==> config.mk <==
export PLATFORM = sky130hd
export DESIGN_NAME = fwei_flash_ctl_flat
export DESIGN_NICKNAME = d
export VERILOG_FILES = /design/src/fwei_pkg.sv /design/src/fwei_link_if.sv /design/src/fwei_flash_ctl.sv /design/src/flat_wrapper.sv
export SDC_FILE = /design/constraint.sdc
export NUM_CORES = 1
export LEC_CHECK = 0
export ABC_CLOCK_PERIOD_IN_PS = 7900
export BUFFER_PORTS_ARGS = -buffer_cell sky130_fd_sc_hd__buf_4
export CAP_MARGIN = 20
export CORE_UTILIZATION = 55
export DETAILED_ROUTE_END_ITERATION = 8
export GPL_TIMING_DRIVEN = 0
export PLACE_DENSITY = 0.82
export SLEW_MARGIN = 20
export SYNTH_ARGS = -nofsm -noshare
export SYNTH_HDL_FRONTEND = slang
export SYNTH_SLANG_ARGS = --single-unit
==> constraint.sdc <==
create_clock -name core_clk -period 7.9 [get_ports core_clk]
set_input_delay 1.185 -clock core_clk [delete_from_list [all_inputs] [get_ports core_clk]]
set_output_delay 1.185 -clock core_clk [all_outputs]
set_load 0.02 [all_outputs]
==> src/fwei_pkg.sv <==
// Shared constants and state types for the flash write/erase interlock
`default_nettype none
package fwei_pkg;
   // Special register selects seen on the link
   localparam logic [7:0] SEL_KEY = 8'h01;
   localparam logic [7:0] SEL_PSC = 8'h02;
   localparam logic [7:0] SEL_SCALE = 8'h03;
   localparam logic [7:0] SEL_BANK = 8'h04;
   localparam logic [7:0] SEL_CACHE = 8'h05;
   // Key codes, in the order they must arrive
   localparam logic [7:0] KEY_FIRST_CODE = 8'hA5;
   localparam logic [7:0] KEY_SECOND_CODE = 8'hF1;
   // Field positions
   localparam int PSC_WE_BIT = 0;
   localparam int PSC_EE_BIT = 1;
   localparam int SCALE_EWT_BIT = 0;
   localparam int BANK_LSB = 0;
   localparam int CACHE_BLKW_BIT = 0;
   localparam int PAGE_LSB = 9;
   localparam int BANKED_BIT = 15;
   localparam logic [15:0] SHORT_LIMIT = 16'h00FF;
   localparam logic [7:0] ERASED_BYTE = 8'hFF;
   localparam logic [7:0] REG_RESET = 8'h00;
   // Write and erase times
   localparam int CLK_MHZ = 25;
   localparam int WRITE_TIME_NS = 40000;
   localparam int ERASE_TIME_NS = 20000000;
   localparam int WRITE_CYC = (WRITE_TIME_NS * CLK_MHZ + 999) / 1000;
   localparam int ERASE_CYC = (ERASE_TIME_NS * CLK_MHZ + 999) / 1000;
   localparam int CNT_W = 20;
   // Command port byte offsets
   localparam logic [4:0] OFS_SFR = 5'h00;
   localparam logic [4:0] OFS_ADDR = 5'h04;
   localparam logic [4:0] OFS_XWR = 5'h08;
   localparam logic [4:0] OFS_XRD = 5'h0C;
   localparam logic [4:0] OFS_CRD = 5'h10;
   localparam logic [4:0] OFS_STAT = 5'h14;
   localparam int ADDR_SHORT_BIT = 16;
   localparam int STAT_KEY_LSB = 8;
   localparam int STAT_STALL_BIT = 10;
   typedef enum logic [1:0] {
      KEY_LOCKED = 2'b00,
      KEY_FIRST = 2'b01,
      KEY_ARMED = 2'b11,
      KEY_DISABLED = 2'b10
   } fwei_key_t;
   typedef enum logic [1:0] {
      OP_IDLE = 2'b00,
      OP_ISSUE = 2'b01,
      OP_FETCH = 2'b11,
      OP_BUSY = 2'b10
   } fwei_op_t;
   typedef enum logic [1:0] {
      H_IDLE = 2'b00,
      H_WAIT = 2'b01,
      H_DONE = 2'b11
   } fwei_host_t;
endpackage
`default_nettype wire

==> src/fwei_link_if.sv <==
// Link between the CPU side and the flash interlock
`default_nettype none
interface fwei_link_if (input wire logic core_clk);
   logic sfr_wr;
   logic [7:0] sfr_sel;
   logic [7:0] sfr_data;
   logic xwr;
   logic xrd;
   logic crd;
   logic short_form;
   logic [15:0] addr;
   logic [7:0] wdata;
   logic ack;
   logic [7:0] rdata;
   logic stall;
   logic [1:0] key_state;
   modport dev_mp (input sfr_wr, sfr_sel, sfr_data, xwr, xrd, crd, short_form, addr, wdata,
      output ack, rdata, stall, key_state);
   modport cpu_mp (output sfr_wr, sfr_sel, sfr_data, xwr, xrd, crd, short_form, addr, wdata,
      input ack, rdata, stall, key_state);
endinterface
`default_nettype wire

==> src/fwei_flash_ctl.sv <==
// Flash write/erase sequencer with key interlock, device end of the link
//
// The implementer's own choices: the placing of the registers and the Avalon-MM register port.
`default_nettype none
module fwei_flash_ctl #(
   parameter int ERASE_CYCLES = fwei_pkg::ERASE_CYC
) (
   input wire logic core_clk,
   input wire logic rst_n,
   fwei_link_if.dev_mp link,
   output logic flash_rd,
   output logic flash_prog,
   output logic flash_wide,
   output logic flash_erase,
   output logic [16:0] flash_addr,
   output logic [15:0] flash_wdata,
   input wire logic [15:0] flash_rdata,
   output logic dmem_rd,
   output logic dmem_wr,
   output logic [15:0] dmem_addr,
   output logic [7:0] dmem_wdata,
   input wire logic [7:0] dmem_rdata
);
   localparam logic [fwei_pkg::CNT_W-1:0] WRITE_LAST = fwei_pkg::CNT_W'(fwei_pkg::WRITE_CYC - 1);
   localparam logic [fwei_pkg::CNT_W-1:0] ERASE_LAST = fwei_pkg::CNT_W'(ERASE_CYCLES - 1);

   // Logical move address to physical flash address via bank select
   function automatic logic [16:0] fwei_phys(input logic [15:0] a, input logic [1:0] b);
      fwei_phys = a[fwei_pkg::BANKED_BIT] ? {b, a[14:0]} : {2'b00, a[14:0]};
   endfunction

   fwei_pkg::fwei_key_t key_st, next_key_st;
   fwei_pkg::fwei_op_t op_st, next_op_st;
   logic [7:0] psc, next_psc;
   logic [7:0] scale, next_scale;
   logic [7:0] bank, next_bank;
   logic [7:0] cch, next_cch;
   logic [fwei_pkg::CNT_W-1:0] cnt, next_cnt;
   logic prog_rd, next_prog_rd;
   logic pair, next_pair;
   logic cache_v, next_cache_v;
   logic [15:0] cache_addr, next_cache_addr;
   logic [7:0] cache_data, next_cache_data;
   logic [7:0] tgt_data, next_tgt_data;
   logic ack, next_ack;
   logic [7:0] rdata, next_rdata;
   logic stall, next_stall;
   logic next_flash_rd, next_flash_prog, next_flash_wide, next_flash_erase;
   logic [16:0] next_flash_addr;
   logic [15:0] next_flash_wdata;
   logic next_dmem_rd, next_dmem_wr;
   logic [15:0] next_dmem_addr;
   logic [7:0] next_dmem_wdata;
   logic we, ee, blkw;
   logic [1:0] bank_sel;
   logic [16:0] phys_addr;

   assign we = psc[fwei_pkg::PSC_WE_BIT];
   assign ee = psc[fwei_pkg::PSC_EE_BIT];
   assign blkw = cch[fwei_pkg::CACHE_BLKW_BIT];
   assign bank_sel = bank[fwei_pkg::BANK_LSB +: 2];
   // Physical target of the request; a function result cannot be part-selected directly
   assign phys_addr = fwei_phys(link.addr, bank_sel);

   // Next state of interlock, control registers and the operation engine
   always_comb
   begin
      next_key_st = key_st;
      next_op_st = op_st;
      next_psc = psc;
      next_scale = scale;
      next_bank = bank;
      next_cch = cch;
      next_cnt = cnt;
      next_prog_rd = prog_rd;
      next_pair = pair;
      next_cache_v = cache_v;
      next_cache_addr = cache_addr;
      next_cache_data = cache_data;
      next_tgt_data = tgt_data;
      next_ack = 1'b0;
      next_rdata = rdata;
      next_stall = stall;
      next_flash_rd = 1'b0;
      next_flash_prog = flash_prog;
      next_flash_wide = flash_wide;
      next_flash_erase = flash_erase;
      next_flash_addr = flash_addr;
      next_flash_wdata = flash_wdata;
      next_dmem_rd = 1'b0;
      next_dmem_wr = 1'b0;
      next_dmem_addr = dmem_addr;
      next_dmem_wdata = dmem_wdata;
      case (op_st)
         fwei_pkg::OP_IDLE:
         begin
            if (link.sfr_wr)
            begin
               next_ack = 1'b1;
               if (link.sfr_sel == fwei_pkg::SEL_KEY)
               begin
                  // Only order and value count, never the gap between keys
                  case (key_st)
                     fwei_pkg::KEY_LOCKED:
                        next_key_st = (link.sfr_data == fwei_pkg::KEY_FIRST_CODE) ?
                           fwei_pkg::KEY_FIRST : fwei_pkg::KEY_DISABLED;
                     fwei_pkg::KEY_FIRST:
                        next_key_st = (link.sfr_data == fwei_pkg::KEY_SECOND_CODE) ?
                           fwei_pkg::KEY_ARMED : fwei_pkg::KEY_DISABLED;
                     default:
                        next_key_st = fwei_pkg::KEY_DISABLED;
                  endcase
               end
               else if (link.sfr_sel == fwei_pkg::SEL_PSC)
                  next_psc = link.sfr_data;
               else if (link.sfr_sel == fwei_pkg::SEL_SCALE)
                  next_scale = link.sfr_data;
               else if (link.sfr_sel == fwei_pkg::SEL_BANK)
                  next_bank = link.sfr_data;
               else if (link.sfr_sel == fwei_pkg::SEL_CACHE)
                  next_cch = link.sfr_data;
            end
            else if (link.xwr && !we)
            begin
               next_dmem_wr = 1'b1;
               next_dmem_addr = link.addr;
               next_dmem_wdata = link.wdata;
               next_ack = 1'b1;
            end
            else if (link.xwr)
            begin
               next_ack = 1'b1;
               if (link.short_form && link.addr > fwei_pkg::SHORT_LIMIT)
                  next_ack = 1'b1;
               else if (key_st != fwei_pkg::KEY_ARMED)
                  next_key_st = fwei_pkg::KEY_DISABLED;
               else if (ee)
               begin
                  // Erase is timed; relock comes at its end
                  next_ack = 1'b0;
                  next_flash_erase = 1'b1;
                  next_flash_addr = {phys_addr[16:fwei_pkg::PAGE_LSB],
                     {fwei_pkg::PAGE_LSB{1'b0}}};
                  next_cnt = ERASE_LAST;
                  next_stall = 1'b1;
                  next_cache_v = 1'b0;
                  next_op_st = fwei_pkg::OP_BUSY;
               end
               else if (blkw && (!cache_v || link.addr != cache_addr + 16'h0001))
               begin
                  // First byte only waits in the cache; it is lost if no partner comes
                  next_cache_v = 1'b1;
                  next_cache_addr = link.addr;
                  next_cache_data = link.wdata;
                  next_key_st = fwei_pkg::KEY_LOCKED;
               end
               else
               begin
                  // Fetch old contents first so programming can only clear bits
                  next_ack = 1'b0;
                  next_pair = blkw;
                  next_prog_rd = 1'b1;
                  next_tgt_data = link.wdata;
                  next_flash_rd = 1'b1;
                  next_flash_addr = fwei_phys(blkw ? cache_addr : link.addr, bank_sel);
                  next_cache_v = 1'b0;
                  next_stall = 1'b1;
                  next_op_st = fwei_pkg::OP_ISSUE;
               end
            end
            else if (link.xrd)
            begin
               next_dmem_rd = 1'b1;
               next_dmem_addr = link.addr;
               next_prog_rd = 1'b0;
               next_pair = 1'b0;
               next_op_st = fwei_pkg::OP_ISSUE;
            end
            else if (link.crd)
            begin
               next_flash_rd = 1'b1;
               next_flash_addr = phys_addr;
               next_prog_rd = 1'b0;
               next_pair = 1'b1;
               next_op_st = fwei_pkg::OP_ISSUE;
            end
         end
         fwei_pkg::OP_ISSUE:
            next_op_st = fwei_pkg::OP_FETCH;
         fwei_pkg::OP_FETCH:
         begin
            if (!prog_rd)
            begin
               // pair marks a code read here, taken from flash
               next_rdata = pair ? flash_rdata[7:0] : dmem_rdata;
               next_ack = 1'b1;
               next_op_st = fwei_pkg::OP_IDLE;
            end
            else
            begin
               next_flash_prog = 1'b1;
               next_flash_wide = pair;
               if (pair)
                  next_flash_wdata = {flash_rdata[15:8] & tgt_data,
                     flash_rdata[7:0] & cache_data};
               else
                  next_flash_wdata = {fwei_pkg::ERASED_BYTE,
                     flash_rdata[7:0] & tgt_data};
               next_cnt = WRITE_LAST;
               next_op_st = fwei_pkg::OP_BUSY;
            end
         end
         default:
         begin
            if (cnt == '0)
            begin
               next_flash_prog = 1'b0;
               next_flash_wide = 1'b0;
               next_flash_erase = 1'b0;
               next_stall = 1'b0;
               next_ack = 1'b1;
               next_key_st = fwei_pkg::KEY_LOCKED;
               next_op_st = fwei_pkg::OP_IDLE;
            end
            else
               next_cnt = cnt - 1'b1;
         end
      endcase
      // Disabled is sticky whatever path ran above
      if (key_st == fwei_pkg::KEY_DISABLED)
         next_key_st = fwei_pkg::KEY_DISABLED;
   end

   // Register everything; only reset clears the disabled state
   always_ff @(posedge core_clk)
   begin
      if (!rst_n)
      begin
         key_st <= fwei_pkg::KEY_LOCKED;
         op_st <= fwei_pkg::OP_IDLE;
         psc <= fwei_pkg::REG_RESET;
         scale <= fwei_pkg::REG_RESET;
         bank <= fwei_pkg::REG_RESET;
         cch <= fwei_pkg::REG_RESET;
         cnt <= '0;
         prog_rd <= 1'b0;
         pair <= 1'b0;
         cache_v <= 1'b0;
         cache_addr <= 16'h0000;
         cache_data <= 8'h00;
         tgt_data <= 8'h00;
         ack <= 1'b0;
         rdata <= 8'h00;
         stall <= 1'b0;
         flash_rd <= 1'b0;
         flash_prog <= 1'b0;
         flash_wide <= 1'b0;
         flash_erase <= 1'b0;
         flash_addr <= 17'h00000;
         flash_wdata <= 16'h0000;
         dmem_rd <= 1'b0;
         dmem_wr <= 1'b0;
         dmem_addr <= 16'h0000;
         dmem_wdata <= 8'h00;
      end
      else
      begin
         key_st <= next_key_st;
         op_st <= next_op_st;
         psc <= next_psc;
         scale <= next_scale;
         bank <= next_bank;
         cch <= next_cch;
         cnt <= next_cnt;
         prog_rd <= next_prog_rd;
         pair <= next_pair;
         cache_v <= next_cache_v;
         cache_addr <= next_cache_addr;
         cache_data <= next_cache_data;
         tgt_data <= next_tgt_data;
         ack <= next_ack;
         rdata <= next_rdata;
         stall <= next_stall;
         flash_rd <= next_flash_rd;
         flash_prog <= next_flash_prog;
         flash_wide <= next_flash_wide;
         flash_erase <= next_flash_erase;
         flash_addr <= next_flash_addr;
         flash_wdata <= next_flash_wdata;
         dmem_rd <= next_dmem_rd;
         dmem_wr <= next_dmem_wr;
         dmem_addr <= next_dmem_addr;
         dmem_wdata <= next_dmem_wdata;
      end
   end

   // Link answers straight from flops
   assign link.ack = ack;
   assign link.rdata = rdata;
   assign link.stall = stall;
   assign link.key_state = key_st;
endmodule
`default_nettype wire

==> src/flat_wrapper.sv <==
// flat-port wrapper written by rule: the top's interface ports become plain ports
module fwei_flash_ctl_flat 
#(
   parameter int ERASE_CYCLES = fwei_pkg::ERASE_CYC
)
  (core_clk, rst_n, flash_rd, flash_prog, flash_wide, flash_erase, flash_addr, flash_wdata, flash_rdata, dmem_rd, dmem_wr, dmem_addr, dmem_wdata, dmem_rdata, link_sfr_wr, link_sfr_sel, link_sfr_data, link_xwr, link_xrd, link_crd, link_short_form, link_addr, link_wdata, link_ack, link_rdata, link_stall, link_key_state);
  fwei_link_if link_i (.core_clk(core_clk));
  input wire logic core_clk;
  input wire logic rst_n;
  output logic flash_rd;
  output logic flash_prog;
  output logic flash_wide;
  output logic flash_erase;
  output logic [16:0] flash_addr;
  output logic [15:0] flash_wdata;
  input wire logic [15:0] flash_rdata;
  output logic dmem_rd;
  output logic dmem_wr;
  output logic [15:0] dmem_addr;
  output logic [7:0] dmem_wdata;
  input wire logic [7:0] dmem_rdata;
  input wire logic [$bits(link_i.sfr_wr)-1:0] link_sfr_wr;
  input wire logic [$bits(link_i.sfr_sel)-1:0] link_sfr_sel;
  input wire logic [$bits(link_i.sfr_data)-1:0] link_sfr_data;
  input wire logic [$bits(link_i.xwr)-1:0] link_xwr;
  input wire logic [$bits(link_i.xrd)-1:0] link_xrd;
  input wire logic [$bits(link_i.crd)-1:0] link_crd;
  input wire logic [$bits(link_i.short_form)-1:0] link_short_form;
  input wire logic [$bits(link_i.addr)-1:0] link_addr;
  input wire logic [$bits(link_i.wdata)-1:0] link_wdata;
  output wire logic [$bits(link_i.ack)-1:0] link_ack;
  output wire logic [$bits(link_i.rdata)-1:0] link_rdata;
  output wire logic [$bits(link_i.stall)-1:0] link_stall;
  output wire logic [$bits(link_i.key_state)-1:0] link_key_state;
  assign link_i.sfr_wr = link_sfr_wr;
  assign link_i.sfr_sel = link_sfr_sel;
  assign link_i.sfr_data = link_sfr_data;
  assign link_i.xwr = link_xwr;
  assign link_i.xrd = link_xrd;
  assign link_i.crd = link_crd;
  assign link_i.short_form = link_short_form;
  assign link_i.addr = link_addr;
  assign link_i.wdata = link_wdata;
  assign link_ack = link_i.ack;
  assign link_rdata = link_i.rdata;
  assign link_stall = link_i.stall;
  assign link_key_state = link_i.key_state;
  fwei_flash_ctl #(.ERASE_CYCLES(ERASE_CYCLES)) u_core (.core_clk(core_clk), .rst_n(rst_n), .link(link_i), .flash_rd(flash_rd), .flash_prog(flash_prog), .flash_wide(flash_wide), .flash_erase(flash_erase), .flash_addr(flash_addr), .flash_wdata(flash_wdata), .flash_rdata(flash_rdata), .dmem_rd(dmem_rd), .dmem_wr(dmem_wr), .dmem_addr(dmem_addr), .dmem_wdata(dmem_wdata), .dmem_rdata(dmem_rdata));
endmodule
### Word level (Yosys, flattened, before mapping)

Cells that the tools add are included.

| cells by class | value |
|---|---|
| $add $sub $neg | 2 |
| multiply operators | 0 |
| div/mod/pow operators | 0 |
| magnitude comparators | 1 |
| equality and inequality tests | 46 |
| shifts and indexed selects | 0 |
| mux-type cells | 101 |
| bitwise logic cells | 19 |
| reductions and logical operators | 41 |

Operators by type and width:

| cell | count |
|---|---|
| 20-bit 2-to-1 mux | 8 |
| 17-bit 2-to-1 mux | 9 |
| 16-bit 2-to-1 mux | 5 |
| 8-bit AND reduction | 8 |
| 20-bit case mux with 3 select lines | 1 |
| 1-bit 2-to-1 mux | 48 |
| 2-bit 2-to-1 mux | 21 |
| 8-bit bitwise AND | 3 |
| 2-bit inequality test (second input constant) | 11 |
| 20-bit zero test | 1 |
| 20-bit by 1-bit subtractor with 20-bit output (second input constant) | 1 |
| 3-bit inequality test (second input constant) | 6 |
| 16-bit by 1-bit adder with 16-bit output (second input constant) | 1 |
| 8-bit by 2-bit == test with 1-bit output (second input constant) | 2 |
| 8-bit by 3-bit == test with 1-bit output (second input constant) | 2 |
| 8-bit == test (second input constant) | 2 |
| 16-bit by 8-bit > comparator with 1-bit output (second input constant) | 1 |
| 16-bit inequality test | 1 |
| 4-bit inequality test (second input constant) | 4 |
| 1-bit inverter | 16 |
| 7-bit AND reduction | 2 |
| 6-bit AND reduction | 2 |
| 3-bit by 2-bit inequality test with 1-bit output (second input constant) | 3 |
| 9-bit AND reduction | 1 |
| 27 further kinds | 51 |

| storage, ports and cells | value |
|---|---|
| register bits | 137 |
| bits in latches | 0 |
| RAM bits | 0 |
| bits in read-only memories | 0 |
| bits of input ports | 71 |
| output and inout port bits | 75 |
| logic and storage cells | 236 |
| memories kept | 0 |

### Depth between registers and ports, before layout

| logic depth | value |
|---|---|
| depth after elaboration | 13 |
| gate-level depth with buffers | 11 |
| depth with buffers taken out | 9 |

### Worst setup path after synthesis

Ideal clock, no wire load.

| timing | value |
|---|---|
| kind | input to register |
| start | in link_addr[12] |
| end | reg u_core.cache_addr[0] |
| setup time | 72 ps |
| arrival time | 3111 ps |
| data required time | 7828 ps |
| path slack | 4717 ps |
| stages | 8 |
| buffers on the path | 2 |
| cell sequence | or4_1 o21ai_1 and2_1 nand4_1 nor4_1 buf_2 buf_4 mux2i_1 |

| between the ends | value |
|---|---|
| word-level cells in the longest chain between the ends | 4 |
| elaborated cells on any way between the ends | 7 |
| those cells by class | 1 x order compare; 1 x eq/ne; 1 x bitwise; 4 x reduce/logical |

Ends and longest elaborated chain:

| what | line | RTL |
|---|---|---|
| from (decl) | flat_wrapper.sv:29 | `input wire logic [$bits(link_i.addr)-1:0] link_addr;` |
| 16-bit by 8-bit > comparator with 1-bit output or 16-bit inequality test (tied branches) | fwei_flash_ctl.sv:133, fwei_flash_ctl.sv:149 |  |
| 1-bit logical AND or 1-bit logical OR (tied branches) | fwei_flash_ctl.sv:133, fwei_flash_ctl.sv:149 |  |
| 1-bit inverter (no line) or 1-bit logical AND (tied branches) | - |  |
| 8-bit AND reduction (no line) * | - |  |
| to (signal assigned) | fwei_flash_ctl.sv:278 | `cache_addr <= next_cache_addr;` |
| to (decl) | fwei_flash_ctl.sv:42 | `logic [15:0] cache_addr, next_cache_addr;` |

Mark *: on every way between the ends. The rest lies on a longest branch, timed or not.
A chain may end at the register's enable or synchronous reset.

### Worst setup path in the final report

| timing | value |
|---|---|
| start | in link_addr[12] |
| end | reg u_core.cache_addr[5] |

The elaborated chain is that of the path after synthesis.

==> flow_summary.ini <==
[outcome]
status = finished clean

[finish]
finalNonFillerCells = 1159
diodes = 0
areaGrowthSynthToFinish_pct = 28.1
nNetsFinal = 1076
drive_above_1_share_pct = 20.6
final_area_um2 = 8650

[floorplanning]
dieArea_um2 = 12700
pin_count = 146
initial_core_util_pct = 56.4
core.rowCount = 40
die_w_um = 113
fp.dieH_um = 113
coreArea_um2 = 12000

[setup_path]
crit_family = simple AND/OR/NAND/NOR gates
crit_slowest_cell = or4_1
start_kind = primary input
crit_buf_inv = 3
crit_required_ps = 8270
cp_slowest_stage_delay_ps = 510
arrival_ps = 3710
path_common_cell = buf_4
cp-end-kind = flop
path_cells = buf_4 > or4_1 > o21ai_1 > and2_1 > nand4_1 > nor4_1 > buf_2 > buf_4 > mux2i_1
cp_max_fo = 10
crit_type = primary input to flop

[clocking]
insertion_delay_ps = 440
ctsHoldBuffers = 0
htreeDepth = 4
clk_pin_slew_ps = 60
cts.sinks = 137
post_cts_buffers = 0
tritoncts = done
cts_buffer_depth = 2
post_cts_resize_count = 0
numCtsBuffers = 17
cts_root_buf = clkbuf_16

[global_routing]
met2_usage_pct = 53.9
grt_pass1_wl_mm = 31.8
grt_use_met3_pct = 8.46
antenna_found_initial = 0
overflow = 0
grt_pass1_vias = 6396
grt_max_degree = 17
gr-max-usage-layer = met2
grt.met1_usage_pct = 38.2
grt_usage_pct = 32.0

[power]
pwr_density_cell_nw_per_um2 = 278
clkPwrFrac_pct = 35.4
p_sw_mw = 0.836
swShare_pct = 34.8
power.internal_mw = 1.57
max-vdd-ir-drop_uv = 223
seqPwrFrac_pct = 33.8
p_comb_share_pct = 30.8
p_leak_nw = 3.71

[synth]
synth_edf_count = 0
synth_area_leader_cell = dfxtp_1
netlist_top_cells_area = dfxtp_1 (41%), nand2_1 (11%), mux2i_1 (9.8%)
netlist_instances = 836
synth-seq-cells = 137
ys_types = 63
yosys.cell_count.top_type = nand2_1
ys_top_cells_by_count = nand2_1 (202), dfxtp_1 (137), a21oi_1 (75), mux2i_1 (66), nor2_1 (44)
yosysSeqAreaShare_pct = 40.6
syn-cell-area_um2 = 6750
synth_ff_type = dfxtp_1
async_flop_share_pct = 0
avgSynthCellArea_um2 = 8.07
syn-num-nets = 913
synth_top_area_share_pct = 40.6
yosysWarnings = 0

[worst_hold_path]
hp-class = flop to flop

[place]
hpwl_mm = 13.9
gp_congestion = 0.876
dp_cells = 1127
portBuffers = 143
dpl_cell_area_um2 = 8020

[drt]
wl_per_cell_um = 17.1
route.vias.total = 6783
drt_pass1_iterations = 5
drt-initial-drc-count = 494
drc_errors = 0
via_per_inst = 5.85
wirelength_mm = 19.9
postRouteAntennaNets = 0

[timing]
drv_slew = 0
worstMarginPinSlew_ps = 998
post-route-min-period_ps = 3340
finalHoldViolations = 0
slew_headroom_pct = 32.9
fin_tns_setup_ps = 0
max_freq_ghz = 0.299
fin_skew_ps = 12.2
setup_viol = 0
rsz0062_at_grt = no
post-route-period-util_pct = 42.3

[flow_run]
maxCapViolCount = 0
layout make-up:
cell class	instances	area (µm²)
fillers	971	3310
clock buffers	21	460
multi-input cells	632	3740
clock inverters	11	170
well taps	147	184
plain buffers	51	208
repair buffers	144	1080
inverters	16	60.1
flip-flops and latches	137	2740
per-stage QoR:
step,setup slack [ps],total power [mW],hold WS [ps],util (%)
floorplan,4720,1.32,431,-
global placement,4210,1.53,439,66.9
detailed placement,4180,1.54,446,67.0
CTS,4620,2.39,453,72.3
global route,4330,2.52,474,72.3
finish,4560,2.41,449,72.3
worst min-delay path: stages (launching register included):
cell     delay, ps
dfxtp_1        310
nand2_1         50
a21oi_1         50
path summary, 6_finish.rpt:
kind,start,end,slack [ps],cells past startpoint
max,link_addr[12],u_core.cache_addr[5],4560,9
max reg2reg,u_core.op_st[1],u_core.cache_addr[5],4610,10
min,u_core.flash_wdata[4],u_core.flash_wdata[4],450,2
min reg2reg,u_core.flash_wdata[4],u_core.flash_wdata[4],450,2
metal layers:
metal	up-vias	share of wire [%]
met5	-	0
met4	0	2.6
met3	44	8.0
met2	280	49
met1	3183	41
li1	3276	-
sequential cells by signal, summed over array words and instances (netlist names), 8 cells and up:
name / count
u_core.cache_addr: 16
u_core.cache_data: 8
u_core.cnt: 20
u_core.dmem_addr: 16
u_core.dmem_wdata: 8
u_core.flash_addr: 17
u_core.flash_wdata: 16
u_core.link.rdata: 8
u_core.tgt_data: 8
layout by cell type (no fill, tap or decap), types with 9 or more instances in the layout:
master	n
nand2_1	202
buf_4	145
dfxtp_1	137
a21oi_1	75
mux2i_1	66
nor2_1	44
clkbuf_1	42
o21ai_0	28
nor3_1	23
nand3_1	19
clkbuf_16	17
a31oi_1	14
inv_1	13
xor2_1	12
xnor2_1	11
nor4_1	9
cell families after synthesis:
kind of cell,share of synthesized area [%]
fa+ha+maj,1.11
flops,40.6
compound gates,16.3
mux,11.1
buf+inv,3.97
xor+xnor,2.99
simple gates,23.8
power by group through the flow:
stage	sequential, mW	clock (mW)	combinational, mW
final	0.813	0.852	0.740
after detailed placement	0.825	0	0.718
after global routing	0.821	0.890	0.809
after CTS	0.811	0.855	0.726
after global placement	0.823	0	0.708
after floorplan	0.839	0	0.483
Power figures use the tool's default switching activity.
